## config.mk

```make
export PLATFORM = sky130hd
export DESIGN_NAME = fdcif_top
export DESIGN_NICKNAME = d
export VERILOG_FILES = /design/src/hw/fdcif_pkg.sv /design/src/hw/fdcif_skid.sv /design/src/hw/fdcif_top.sv
export SDC_FILE = /design/constraint.sdc
export NUM_CORES = 1
export LEC_CHECK = 0
export BUFFER_PORTS_ARGS = -buffer_cell sky130_fd_sc_hd__buf_2
export CAP_MARGIN = 20
export CORE_ASPECT_RATIO = 1.5
export CORE_MARGIN = 1
export CORE_UTILIZATION = 47
export DETAILED_ROUTE_END_ITERATION = 6
export GPL_ROUTABILITY_DRIVEN = 0
export MAX_ROUTING_LAYER = met4
export SETUP_SLACK_MARGIN = 0.1
export SLEW_MARGIN = 10
export SYNTH_ARGS = -nofsm -noshare
export SYNTH_HDL_FRONTEND = slang
export SYNTH_SLANG_ARGS = --single-unit
export TNS_END_PERCENT = 30
```

## constraint.sdc

```tcl
create_clock -name clk_sys_in -period 7.25 [get_ports clk_sys_in]
set_input_delay 1.0875 -clock clk_sys_in [delete_from_list [all_inputs] [get_ports clk_sys_in]]
set_output_delay 1.0875 -clock clk_sys_in [all_outputs]
set_load 0.1 [all_outputs]
```

## src/hw/fdcif_pkg.sv

```systemverilog
package fdcif_pkg;
  // register address codes
  localparam logic [1:0] ADDR_STATUS_COMMAND = 2'h0;
  localparam logic [1:0] ADDR_TRACK = 2'h1;
  localparam logic [1:0] ADDR_SECTOR = 2'h2;
  localparam logic [1:0] ADDR_DATA = 2'h3;
  // status field positions
  localparam int ST_BUSY = 0;
  localparam int ST_DRQ = 1;
  localparam int ST_LOST = 2;
  localparam int ST_CRC = 3;
  localparam int ST_RNF = 4;
  localparam int ST_SPIN = 5;
  localparam int ST_WPROT = 6;
  localparam int ST_MOTOR = 7;
  // command classes by upper nibble
  localparam logic [3:0] CMD_TYPE1_MAX = 4'h7;
  localparam logic [3:0] CMD_READ_SECTOR = 4'h8;
  localparam logic [3:0] CMD_WRITE_SECTOR = 4'hA;
  localparam logic [3:0] CMD_READ_ADDRESS = 4'hC;
  localparam logic [3:0] CMD_FORCE_INT = 4'hD;
  localparam logic [3:0] CMD_READ_TRACK = 4'hE;
  localparam logic [3:0] CMD_WRITE_TRACK = 4'hF;
  localparam logic [7:0] RESET_STATUS = 8'h00;
  localparam logic [7:0] RESET_TRACK = 8'h00;
  localparam logic [7:0] RESET_SECTOR = 8'h01;
  // timing
  localparam int CLK_MHZ = 25;
  localparam int BYTE_TIME_US = 32;
  localparam int BYTE_CYCLES = BYTE_TIME_US * CLK_MHZ;
  localparam int SECTOR_BYTES = 256;
  localparam int TRACK_BYTES = 6250;
  localparam int SPINUP_REVS = 5;
  localparam int TYPE1_CYCLES = 64;
endpackage

```

## src/hw/fdcif_skid.sv

```systemverilog
`timescale 1ns/1ps
`default_nettype none
module fdcif_skid #(
  parameter int WIDTH = 8
) (
  input wire logic clk_sys_in,
  input wire logic rst_in,
  input wire logic in_valid_in,
  output logic in_ready_out,
  input wire logic [WIDTH-1:0] in_data_in,
  output logic out_valid_out,
  input wire logic out_ready_in,
  output logic [WIDTH-1:0] out_data_out
);
  logic [WIDTH-1:0] mem_q [2];
  logic wr_q;
  logic rd_q;
  logic [1:0] cnt_q;
  wire push = in_valid_in && (cnt_q != 2'h2);
  wire pop = out_ready_in && (cnt_q != 2'h0);
  assign in_ready_out = (cnt_q != 2'h2);
  assign out_valid_out = (cnt_q != 2'h0);
  assign out_data_out = mem_q[rd_q];
  always_ff @(posedge clk_sys_in) begin
    if (push) begin
      mem_q[wr_q] <= in_data_in;
    end
    if (rst_in) begin
      wr_q <= 1'b0;
      rd_q <= 1'b0;
      cnt_q <= 2'h0;
    end else begin
      if (push) begin
        wr_q <= ~wr_q;
      end
      if (pop) begin
        rd_q <= ~rd_q;
      end
      cnt_q <= cnt_q + {1'b0, push} - {1'b0, pop};
    end
  end
endmodule // fdcif_skid
`default_nettype wire

```

## src/hw/fdcif_top.sv

```systemverilog
// How it works
// - address 00 reads status, writes command register.
// - codes 01,10,11 reach track, sector and data registers.
// - read shifts disk bits into bytes, raising a request per byte.
// - data register read or write clears request bit and output.
// - write requests once sector found; processor writes a byte.
// - each latched byte asserts write gate; repeats to sector end.
// - write-inhibit low aborts write commands, sets bit 6.
// - a non-force command written while idle sets busy and motor on, clears other status bits.
// - interrupt output follows busy; busy only while executing.
// - status bit 7 mirrors motor-on output.
// - bit 5 spin-up on type 1, record type otherwise.
// - bit 4 flags record not found, cleared on update.
// - bit 3 flags crc error, cleared on update.
// - bit 2 lost data, or track zero on type 1.
// - bit 1 copies request, or index on type 1.
// - force interrupt clears busy; idle clears other bits too.
// - write track sets busy, requests each track byte.
// - active-low reset initializes device and status.
`timescale 1ns/1ps
`default_nettype none
module fdcif_top #(
  parameter int BYTE_CYC = fdcif_pkg::BYTE_CYCLES,
  parameter int SECTOR_LEN = fdcif_pkg::SECTOR_BYTES,
  parameter int TRACK_LEN = fdcif_pkg::TRACK_BYTES,
  parameter int TYPE1_CYC = fdcif_pkg::TYPE1_CYCLES
) (
  input wire logic clk_sys_in,
  input wire logic rst_in,
  input wire logic io_reset_n_in,
  input wire logic select_n_in,
  input wire logic bus_read_write_line_in,
  input wire logic [1:0] register_address_bits_in,
  input wire logic [7:0] io_data_bus_in,
  output logic [7:0] io_data_bus_out,
  output logic io_data_bus_oe_out,
  output logic byte_transfer_request_out,
  output logic floppy_irq_out,
  input wire logic write_inhibit_n_in,
  input wire logic track_zero_sense_n_in,
  input wire logic index_n_in,
  input wire logic read_data_in,
  input wire logic read_bit_valid_in,
  input wire logic record_found_in,
  input wire logic record_not_found_in,
  input wire logic crc_error_in,
  input wire logic deleted_mark_in,
  output logic motor_on_out,
  output logic write_gate_out,
  output logic write_data_out,
  output logic [7:0] write_byte_out,
  output logic write_byte_valid_out,
  input wire logic write_byte_ready_in
);
  typedef enum logic [2:0] {
    FDCIF_IDLE, FDCIF_TYPE1, FDCIF_SEEK, FDCIF_READ, FDCIF_WRITE, FDCIF_ABORT
  } fdcif_state_type;

  // a level only moves once the last two stages agree
  function automatic logic agree3(input logic [2:0] s);
    agree3 = (s[1] == s[2]);
  endfunction

  // pin inputs: three stages, change counts when stages 2 and 3 agree
  logic [2:0] sel_s_q, rw_s_q, wp_s_q, tz_s_q, ix_s_q, rst_s_q;
  logic sel_n_q, rw_q, wp_n_q, tz_n_q, ix_n_q, rstn_q;
  logic [1:0] adr_q;
  logic [7:0] din_q;
  always_ff @(posedge clk_sys_in) begin
    sel_s_q <= {sel_s_q[1:0], select_n_in};
    rw_s_q <= {rw_s_q[1:0], bus_read_write_line_in};
    wp_s_q <= {wp_s_q[1:0], write_inhibit_n_in};
    tz_s_q <= {tz_s_q[1:0], track_zero_sense_n_in};
    ix_s_q <= {ix_s_q[1:0], index_n_in};
    rst_s_q <= {rst_s_q[1:0], io_reset_n_in};
    adr_q <= register_address_bits_in;
    din_q <= io_data_bus_in;
    // filtered levels start idle so nothing fires out of reset
    if (rst_in) begin
      sel_n_q <= 1'b1;
      rw_q <= 1'b1;
      wp_n_q <= 1'b1;
      tz_n_q <= 1'b1;
      ix_n_q <= 1'b1;
      rstn_q <= 1'b1;
    end else begin
      if (agree3(sel_s_q)) sel_n_q <= sel_s_q[2];
      if (agree3(rw_s_q)) rw_q <= rw_s_q[2];
      if (agree3(wp_s_q)) wp_n_q <= wp_s_q[2];
      if (agree3(tz_s_q)) tz_n_q <= tz_s_q[2];
      if (agree3(ix_s_q)) ix_n_q <= ix_s_q[2];
      if (agree3(rst_s_q)) rstn_q <= rst_s_q[2];
    end
  end

  // access strobes once per select cycle
  logic sel_d1_q;
  always_ff @(posedge clk_sys_in) sel_d1_q <= ~sel_n_q;
  wire access_go = ~sel_n_q & ~sel_d1_q;
  wire wr_go = access_go & ~rw_q;
  wire rd_go = access_go & rw_q;
  // decode on address and direction
  wire wr_cmd = wr_go & (adr_q == fdcif_pkg::ADDR_STATUS_COMMAND);
  wire wr_trk = wr_go & (adr_q == fdcif_pkg::ADDR_TRACK);
  wire wr_sec = wr_go & (adr_q == fdcif_pkg::ADDR_SECTOR);
  wire wr_dat = wr_go & (adr_q == fdcif_pkg::ADDR_DATA);
  wire rd_dat = rd_go & (adr_q == fdcif_pkg::ADDR_DATA);
  wire [3:0] op = din_q[7:4];
  wire is_force = (op == fdcif_pkg::CMD_FORCE_INT);
  wire is_type1 = (op <= fdcif_pkg::CMD_TYPE1_MAX);
  wire is_write = (op == fdcif_pkg::CMD_WRITE_SECTOR) || (op == fdcif_pkg::CMD_WRITE_TRACK)
    || (op == 4'hB);
  wire is_wtrack = (op == fdcif_pkg::CMD_WRITE_TRACK);
  wire soft_rst = rst_in | ~rstn_q;

  fdcif_state_type st_q;
  logic [7:0] status_q, track_q, sector_q, data_q, shift_q;
  logic [2:0] bitcnt_q;
  logic drq_q, lost_q, type1_q, wtrack_q, motor_q, spin_q;
  logic [15:0] bytes_q;
  logic [15:0] timer_q;
  logic [2:0] revs_q;
  logic ix_d_q;
  logic hold_byte_q;
  logic dir_write_q;
  wire byte_due = (timer_q == 16'(BYTE_CYC - 1));
  wire idx_edge = ~ix_n_q & ix_d_q;
  wire sec_end = (bytes_q == 16'(SECTOR_LEN - 1));
  wire trk_end = (bytes_q == 16'(TRACK_LEN - 1));

  // buffer toward the write serializer; a stall holds the byte
  logic skid_in_ready, skid_out_valid;
  logic [7:0] skid_out_data;
  logic push_byte;
  // output stage drains the buffer only when empty or taken
  wire skid_take = ~write_byte_valid_out | write_byte_ready_in;
  fdcif_skid #(.WIDTH(8)) u_skid (
    .clk_sys_in(clk_sys_in),
    .rst_in(soft_rst),
    .in_valid_in(push_byte),
    .in_ready_out(skid_in_ready),
    .in_data_in(data_q),
    .out_valid_out(skid_out_valid),
    .out_ready_in(skid_take),
    .out_data_out(skid_out_data)
  );

  always_ff @(posedge clk_sys_in) begin
    ix_d_q <= ix_n_q;
    if (soft_rst) begin
      st_q <= FDCIF_IDLE;
      status_q <= fdcif_pkg::RESET_STATUS;
      track_q <= fdcif_pkg::RESET_TRACK;
      sector_q <= fdcif_pkg::RESET_SECTOR;
      data_q <= 8'h00;
      shift_q <= 8'h00;
      bitcnt_q <= 3'h0;
      drq_q <= 1'b0;
      lost_q <= 1'b0;
      type1_q <= 1'b0;
      wtrack_q <= 1'b0;
      motor_q <= 1'b0;
      spin_q <= 1'b0;
      bytes_q <= 16'h0000;
      timer_q <= 16'h0000;
      revs_q <= 3'h0;
      hold_byte_q <= 1'b0;
      push_byte <= 1'b0;
    end else begin
      push_byte <= 1'b0;
      // track and sector hold written values
      if (wr_trk) track_q <= din_q;
      if (wr_sec) sector_q <= din_q;
      if (rd_dat | wr_dat) drq_q <= 1'b0;
      if (wr_dat) data_q <= din_q;
      if (wr_dat) hold_byte_q <= 1'b1;
      timer_q <= byte_due ? 16'h0000 : timer_q + 16'h0001;
      if (wr_cmd && is_force) begin
        st_q <= FDCIF_IDLE;
        drq_q <= 1'b0;
        if (st_q == FDCIF_IDLE) status_q[6:2] <= 5'h00;
        if (st_q == FDCIF_IDLE) lost_q <= 1'b0;
      end else if (wr_cmd && st_q == FDCIF_IDLE) begin
        status_q[6:2] <= 5'h00;
        lost_q <= 1'b0;
        drq_q <= 1'b0;
        motor_q <= 1'b1;
        spin_q <= 1'b0;
        revs_q <= 3'h0;
        type1_q <= is_type1;
        wtrack_q <= is_wtrack;
        bytes_q <= 16'h0000;
        timer_q <= 16'h0000;
        bitcnt_q <= 3'h0;
        hold_byte_q <= 1'b0;
        if (is_write && !wp_n_q) begin
          status_q[fdcif_pkg::ST_WPROT] <= 1'b1;
          st_q <= FDCIF_ABORT;
        end else if (is_type1) begin
          st_q <= FDCIF_TYPE1;
        end else if (is_wtrack) begin
          // format requests first byte at once
          st_q <= FDCIF_WRITE;
          drq_q <= 1'b1;
        end else begin
          st_q <= FDCIF_SEEK;
        end
      end else begin
        if (idx_edge && st_q != FDCIF_IDLE && revs_q != 3'(fdcif_pkg::SPINUP_REVS)) begin
          revs_q <= revs_q + 3'h1;
        end
        if (revs_q == 3'(fdcif_pkg::SPINUP_REVS)) spin_q <= 1'b1;
        case (st_q)
          FDCIF_IDLE: begin
          end
          // one busy cycle gives the aborted write its interrupt
          FDCIF_ABORT: st_q <= FDCIF_IDLE;
          FDCIF_TYPE1: begin
            // own count; the byte timer wraps far later
            bytes_q <= bytes_q + 16'h0001;
            if (bytes_q == 16'(TYPE1_CYC - 1)) st_q <= FDCIF_IDLE;
          end
          FDCIF_SEEK: begin
            if (record_not_found_in) begin
              status_q[fdcif_pkg::ST_RNF] <= 1'b1;
              status_q[fdcif_pkg::ST_CRC] <= crc_error_in;
              st_q <= FDCIF_IDLE;
            end else if (record_found_in) begin
              status_q[fdcif_pkg::ST_SPIN] <= deleted_mark_in;
              timer_q <= 16'h0000;
              if (wtrack_q == 1'b0 && dir_write_q) begin
                st_q <= FDCIF_WRITE;
                drq_q <= 1'b1;
              end else begin
                st_q <= FDCIF_READ;
              end
            end
          end
          FDCIF_READ: begin
            // busy holds until the last byte is taken
            if (bytes_q == 16'(SECTOR_LEN)) begin
              if (!drq_q) st_q <= FDCIF_IDLE;
            // shift serial bits into a byte
            end else if (read_bit_valid_in) begin
              shift_q <= {shift_q[6:0], read_data_in};
              bitcnt_q <= bitcnt_q + 3'h1;
              if (bitcnt_q == 3'h7) begin
                data_q <= {shift_q[6:0], read_data_in};
                if (drq_q && !(rd_dat)) lost_q <= 1'b1;
                drq_q <= 1'b1;
                bytes_q <= bytes_q + 16'h0001;
                if (sec_end) begin
                  status_q[fdcif_pkg::ST_CRC] <= crc_error_in;
                end
              end
            end
          end
          FDCIF_WRITE: begin
            // latched byte goes out each byte time
            if (byte_due) begin
              if (hold_byte_q && skid_in_ready) begin
                push_byte <= 1'b1;
                hold_byte_q <= 1'b0;
              end else if (drq_q) begin
                lost_q <= 1'b1;
              end
              bytes_q <= bytes_q + 16'h0001;
              if ((wtrack_q && trk_end) || (!wtrack_q && sec_end)) begin
                st_q <= FDCIF_IDLE;
                drq_q <= 1'b0;
              end else begin
                drq_q <= 1'b1;
              end
            end
          end
          default: st_q <= FDCIF_IDLE;
        endcase
      end
    end
  end

  always_ff @(posedge clk_sys_in) begin
    if (soft_rst) begin
      dir_write_q <= 1'b0;
    end else if (wr_cmd && !is_force && st_q == FDCIF_IDLE) begin
      dir_write_q <= is_write;
    end
  end

  // busy only while a command runs
  wire busy = (st_q != FDCIF_IDLE);
  wire [7:0] status_view = {motor_q, status_q[6],
    type1_q ? spin_q : status_q[5], status_q[4:3],
    type1_q ? ~tz_n_q : lost_q, type1_q ? ~ix_n_q : drq_q, busy};
  wire [7:0] rd_mux = (adr_q == fdcif_pkg::ADDR_STATUS_COMMAND) ? status_view :
    (adr_q == fdcif_pkg::ADDR_TRACK) ? track_q :
    (adr_q == fdcif_pkg::ADDR_SECTOR) ? sector_q : data_q;
  logic write_gate_q;
  always_ff @(posedge clk_sys_in) begin
    if (soft_rst) begin
      io_data_bus_out <= 8'h00;
      io_data_bus_oe_out <= 1'b0;
      byte_transfer_request_out <= 1'b0;
      floppy_irq_out <= 1'b0;
      motor_on_out <= 1'b0;
      write_gate_out <= 1'b0;
      write_data_out <= 1'b0;
      write_byte_out <= 8'h00;
      write_byte_valid_out <= 1'b0;
      write_gate_q <= 1'b0;
    end else begin
      io_data_bus_out <= rd_mux;
      io_data_bus_oe_out <= ~sel_n_q & rw_q;
      byte_transfer_request_out <= drq_q & ~(rd_dat | wr_dat);
      floppy_irq_out <= busy;
      motor_on_out <= motor_q;
      // gate on after first latched byte, held until the last byte drains
      if (push_byte) begin
        write_gate_q <= 1'b1;
      end else if (st_q != FDCIF_WRITE && !skid_out_valid && !write_byte_valid_out) begin
        write_gate_q <= 1'b0;
      end
      write_gate_out <= write_gate_q | push_byte;
      // registered stage keeps valid and ready in step with the sink
      if (skid_out_valid && skid_take) begin
        write_data_out <= skid_out_data[7];
        write_byte_out <= skid_out_data;
        write_byte_valid_out <= 1'b1;
      end else if (write_byte_ready_in) begin
        write_byte_valid_out <= 1'b0;
      end
    end
  end
endmodule // fdcif_top
`default_nettype wire

```

==> metrics.txt, run 1 <==
status=complete, no violations; Power Density=261.9 nW/um^2; Die Wd=98.69 um; Port Buf Inserts=47; LEAKAGE=2.832 nW; full die area=14510 um^2; Post-Syn Nets=720; Synth Instances=685; fraction of registers with async set/reset=0%; layout cells sized above 1=13.69%; worst hold path class=reg -> reg; Worst Path Arrival=3.11 ns; clock skew=0.006437 ns; Worst IR Drop VDD=126.2 uV; footprint of the multi-input gates=2925 um^2; fin crit period=2.776 ns; Worst-Margin Slew=0.9247 ns; Syn Area/Cell=9.621 um^2; Remaining Overflow, GRT=0; CTS buffer count=17; DR WL/cell=16.57 um; drt via density=5.689; Initial Util=48.46%; Synthesis Warnings=0; final slew viol count=0; largest net degree at the start of global routing=68; Yosys cell types=56; DP HPWL=10550 um; CTS Sinks=165; global-route wire length before repair=24360 um; post-route cell area=7592 um^2; nets=760; post-CTS setup buffer count=0; max_cap viols=0; Diodes inserted=0; Required @ worst endpoint=7.58 ns; endpoint class of the critical path=flip-flop; clock-pin slew on the worst setup and hold paths=0.06 ns; ys flop type=dfxtp_1; number of global-route vias before repair=5007; initial antenna violation count=0; post-route ant nets=0; vias=5120; root buffer cell=clkbuf_16; largest fanout on the critical path=16; Die Y=147.0 um; Core Box Area=13600 um^2; total track usage=22.22%; Post-CTS Hold Fix Bufs=0; flops & latches, synth=165; Max Freq=360.3 MHz; Area after DPL=6929 um^2; H-tree depth=4; final critical-path share of the clock period=38.28%; post-CTS sizing=0; setup violators final=0; Startpoint Class=flip-flop; FILL cells=1241; critical setup path kind=reg -> reg; Fin Hold WS=0.3283 ns; WL final=14920 um; DR DRC count=0; Fin. Hold Viols=0; register area share after synthesis=52.55%; Mapped Area=6590 um^2; FF/Latch Area=3463 um^2; number of synthesized flops with an enable pin=16; setup TNS=0 ns; Pre-antenna DRT Iters=5; fin util=55.83%; RSZ-0062 raised after global routing=false; I/O Pins=48; Area Growth Syn to Fin=15.21%; Worst-Skew Late Latency=0.42 ns; Rows=52; CTS tree=built; First DRT Iteration DRCs=233; Max-slew headroom=37.55%; maximum clock path buffer count=2
[cells by family after synthesis]
family          Yosys count  synth area share (%)
simple gates            285                 21.44
mux                      34                 6.303
xor+xnor                 29                 3.854
compound gates          113                 10.82
buf+inv                  49                 3.133
fa+ha+maj                10                 1.899
flops                   165                 52.55
[flip-flops by register name, summed over array words and instances, names as in the netlist, 4 cells and up, named ones only]
name             cells
data_q               8
sector_q             8
din_q                8
bytes_q             16
u_skid.mem_q        16
status_q             4
track_q              8
timer_q             16
io_data_bus_out      8
write_byte_out       7
shift_q              7
[report_power, final]
part	internal (W)	leakage, nW	switching, W	total (W)
Combinational	0.0000197	1.19	0.0000429	0.0000626
Clock	0.000616	0.314	0.000360	0.000977
Sequential	0.000934	1.33	0.0000151	0.000949
[stage by stage]
step	setup slack [ns]	instances	power, W
2_1_floorplan	4.432	685	0.001009
3_3_place_gp	3.973	867	0.001030
3_5_place_dp	3.899	867	0.001033
4_1_cts	4.355	899	0.002006
5_1_grt	4.193	900	0.002053
6_report	4.474	900	0.001989
[final timing paths]
kind | start | to | slack [ns] | depth (start not counted)
worst max-delay path | adr_q[1] | data_q[1] | 4.47 | 7
worst min-delay path | ix_s_q[0] | ix_s_q[1] | 0.33 | 0
worst max register to register | adr_q[1] | data_q[1] | 4.47 | 7
worst min register to register | ix_s_q[0] | ix_s_q[1] | 0.33 | 0
[Yosys cell counts, types with 3 or more instances]
library cell,number,area share (%)
nor2b_1,5,0.47
and2_1,8,0.76
mux2i_1,28,4.3
a21oi_1,49,3.7
buf_2,3,0.23
a211oi_1,24,2.7
or4_1,5,0.57
edfxtp_1,16,7.3
and3_1,10,0.95
mux4_2,6,2.1
nor3_1,12,0.91
clkbuf_1,25,1.4
a31oi_1,5,0.47
nand3_1,28,2.1
xor2_1,20,2.7
or3_1,8,0.76
o21ai_1,4,0.30
nand4_1,18,1.7
nand2b_1,4,0.38
nor2_1,103,5.9
o21bai_1,6,0.68
nand4b_1,5,0.66
dfxtp_1,149,45
ha_1,10,1.9
xnor2_1,9,1.2
inv_1,16,0.91
nor4_1,6,0.57
o21ai_0,9,0.68
nand2_1,55,3.1
[cell type report]
| cell class | instances | share of cell area [%] |
|---|---|---|
| sequential | 165 | 45.62 |
| multi-input combinational | 471 | 38.53 |
| clock buffer | 22 | 6.378 |
| timing repair buffer | 54 | 3.790 |
| tap | 162 | 2.670 |
| clock inverter | 10 | 2.225 |
| inverter | 16 | 0.7910 |
[placed cells by master, fill, tap and decap left out, types with 5 or more instances in the layout]
cell,n
ha_1,10
xor2_1,20
a21oi_1,49
and3_1,10
mux4_2,6
o21ai_0,9
or4_1,5
buf_2,47
dfxtp_1,149
nand2_1,55
nand4b_1,5
a211oi_1,24
a31oi_1,5
buf_4,7
nand3_1,28
nor3_1,12
and2_1,8
nor2_1,103
edfxtp_1,16
nor4_1,6
clkbuf_16,17
inv_1,16
xnor2_1,9
nand4_1,18
mux2i_1,28
o21bai_1,6
or3_1,8
[critical path, stage by stage (launching register included)]
cell and delay, ns:
dfxtp_1 0.54, or4_4 0.59, nor3_2 0.51, nor3_1 0.14
buf_4 0.20, nand2_1 0.39, nor2_1 0.09, a211oi_1 0.22
[metal layers]
layer,GRT usage [%],up-vias,part of all wire (%)
met1,24.14,2447,41
li1,-,2514,-
met4,11.72,0,3.6
met3,4.044,34,3.4
met5,-,-,0
met2,38.42,125,52
(Power assumes the default switching activity.)
==> inputs of run 2 (changes only) <==
Clock period 7.25 ns to 2.7 ns, I/O delays scaled along.
==> run 2 against run 1 <==
- critical path depth shrank 2
- clock power increased by 140%
- clock skew is 0.0032 ns higher
- sequential power rose to 2.7 times the previous value
- critical path type unchanged
- via count increased by 0.53%
- first-iteration DRC count rose by 11%
- global-route usage grew 1.2 points
- cell area grew 0.94%
- flip-flop and latch count stayed put
==> metrics.txt, run 2 (synthesized netlist as in run 1, its figures left out) <==
root buffer cell=clkbuf_16; Worst Path Arrival=2.64 ns (-0.47 ns); critical setup path kind=reg -> reg; Power Density=660.0 nW/um^2 (+150%); Area Growth Syn to Fin=16.29%; Tot Pwr=0.005058 W (+150%); most frequent cells in the layout=dfxtp_1 (148), nor2_1 (103), nand2_1 (55); M3 GR Usage=4.567% (+0.52 points); nets=777 (+2.2%); Initial Util=48.46% (unchanged); crit path cell chain=or4_4 -> or3_1 -> a221oi_1 -> o21ai_1 -> mux2i_1; worst hold path class=in -> reg; Core Box Area=13600 um^2 (unchanged); Top Registers=bytes_q: 16 flops, timer_q: 16 flops, u_skid.mem_q: 16 flops; I/O Pins=48 (unchanged); global-route wire length before repair=25540 um (+4.8%); commonest non-fill, non-tap cell in the layout=dfxtp_1; Fin. Hold Viols=0 (unchanged); post-CTS sizing=0 (unchanged); initial antenna violation count=0 (unchanged); CTS tree=built; DP Worst Slack=0.3913 ns (-3.508 ns); RSZ-0062 raised after global routing=false; switching part of the total=23.62% (+2.6 points); Worst-Skew Late Latency=0.43 ns (about the same); H-tree depth=4 (unchanged); Remaining Overflow, GRT=0 (unchanged); total track usage=23.45% (+1.2 points); NetSw=0.001195 W (+190%); critical path's top delay family=simple AND/OR/NAND/NOR gates; fin crit period=2.343 ns (-0.4323 ns); clock share of power=45.9% (-3.2 points); final critical-path share of the clock period=86.79% (+49 points); DR WL/cell=17.08 um (+3.1%); combinational share of power=3.8% (+0.7 points); First DRT Iteration DRCs=259 (+11%); number of global-route vias before repair=5119 (+2.2%); post-route ant nets=0 (unchanged); footprint of the multi-input gates=2923 um^2 (about the same); post-CTS setup buffer count=0 (unchanged); Worst-Margin Slew=0.7211 ns (-0.2036 ns); layout cells sized above 1=15.76% (+2.1 points); Internal Power=0.003863 W (+150%); setup violators final=0 (unchanged); Post-CTS Hold Fix Bufs=0 (unchanged); DP HPWL=11510 um (+9.1%); maximum clock path buffer count=2 (unchanged); FILL cells=1223 (-1.5%); full die area=14510 um^2 (unchanged); largest net degree at the start of global routing=66 (-2.9%); CP peak stage delay=0.62 ns (+0.03 ns); LEAKAGE=2.890 nW (+2.0%); Pre-antenna DRT Iters=5 (unchanged); Startpoint Class=flip-flop; WL final=15660 um (+5.0%); Diodes inserted=0 (unchanged); setup TNS=0 ns (unchanged); clock-pin slew on the worst setup and hold paths=0.07 ns (about the same); final slew viol count=0 (unchanged); Max-slew headroom=51.75% (+14 points); vias=5147 (+0.53%); met1 Track Usage GR=24.48% (+0.34 points); CTS buffer count=17 (unchanged); max_cap viols=0 (unchanged); status=complete, no violations; clock skew=0.009590 ns (+0.003153 ns); Die Y=147.0 um (unchanged); Worst IR Drop VDD=315.0 uV (+150%); Flop pwr share=50.3% (+2.6 points); endpoint class of the critical path=flip-flop; Global Route met2 Usage=41.48% (+3.1 points); Port Buf Inserts=47 (unchanged); setup ws final=0.3567 ns (-4.118 ns); FF/Latch Area=3465 um^2 (about the same); drt via density=5.613 (-1.3%); gr busiest metal=met2; Rows=52 (unchanged); Die Wd=98.69 um (unchanged); CP bufs+invs=0 (-1); largest fanout on the critical path=8 (-8); Fin Hold WS=0.07738 ns (-0.2509 ns); Required @ worst endpoint=3.00 ns (-4.58 ns); DR DRC count=0 (unchanged); Max Freq=426.7 MHz (+18%); CTS Sinks=165 (unchanged); Crit-path slowest cell=or4_4
## run 2: cell count changes in the layout (fill, tap and decap cells not counted), sizes merged
cell,previous run,this run
clkinvlp,2,1
bufinv,4,1
clkbuf,22,17
clkinv,3,8
buf,54,71
inv,17,21
## run 2: path summary, 6_finish.rpt
check / slack [ns] / cells after the start / to / start
worst max-delay path: 0.36 / 5 / status_q[3] / rw_q
worst min-delay path: 0.08 / 1 / rw_s_q[0] / bus_read_write_line_in
worst max register to register: 0.36 / 5 / status_q[3] / rw_q
worst min register to register: 0.33 / 0 / tz_s_q[1] / tz_s_q[0]
## run 2: power by group through the flow
stage                     Sequential [W]  Combinational [W]  Clock (W)
after floorplan                  0.00261           0.000104          0
after global placement           0.00260           0.000190          0
after detailed placement         0.00260           0.000193          0
after CTS                        0.00254           0.000194    0.00237
after global routing             0.00255           0.000208    0.00248
final                            0.00254           0.000194    0.00232
## run 2: routing by layer
layer / wire [um] / part of all wire (%)
met1: 6326 / 40
met2: 8386 / 54
met3: 337 / 2.2
met4: 614 / 3.9
met5: 0 / 0
## run 2: area by class of cell
type,count,area share (%)
Timing Repair Buffer,71,5.747
Tap cell,162,2.645
Clock inverter,15,1.927
Clock buffer,17,5.551
Sequential cell,165,45.21
Multi-Input combinational cell,471,38.14
Inverter,16,0.7837
## run 2: stage by stage
step           cell area, um^2  std cells  utilization [%]
2_1_floorplan             6591        685                -
6_report                  7664        917            56.36
3_3_place_gp              7091        885            52.14
4_1_cts                   7664        917            56.36
3_5_place_dp              7091        885            52.14
5_1_grt                   7664        917            56.36
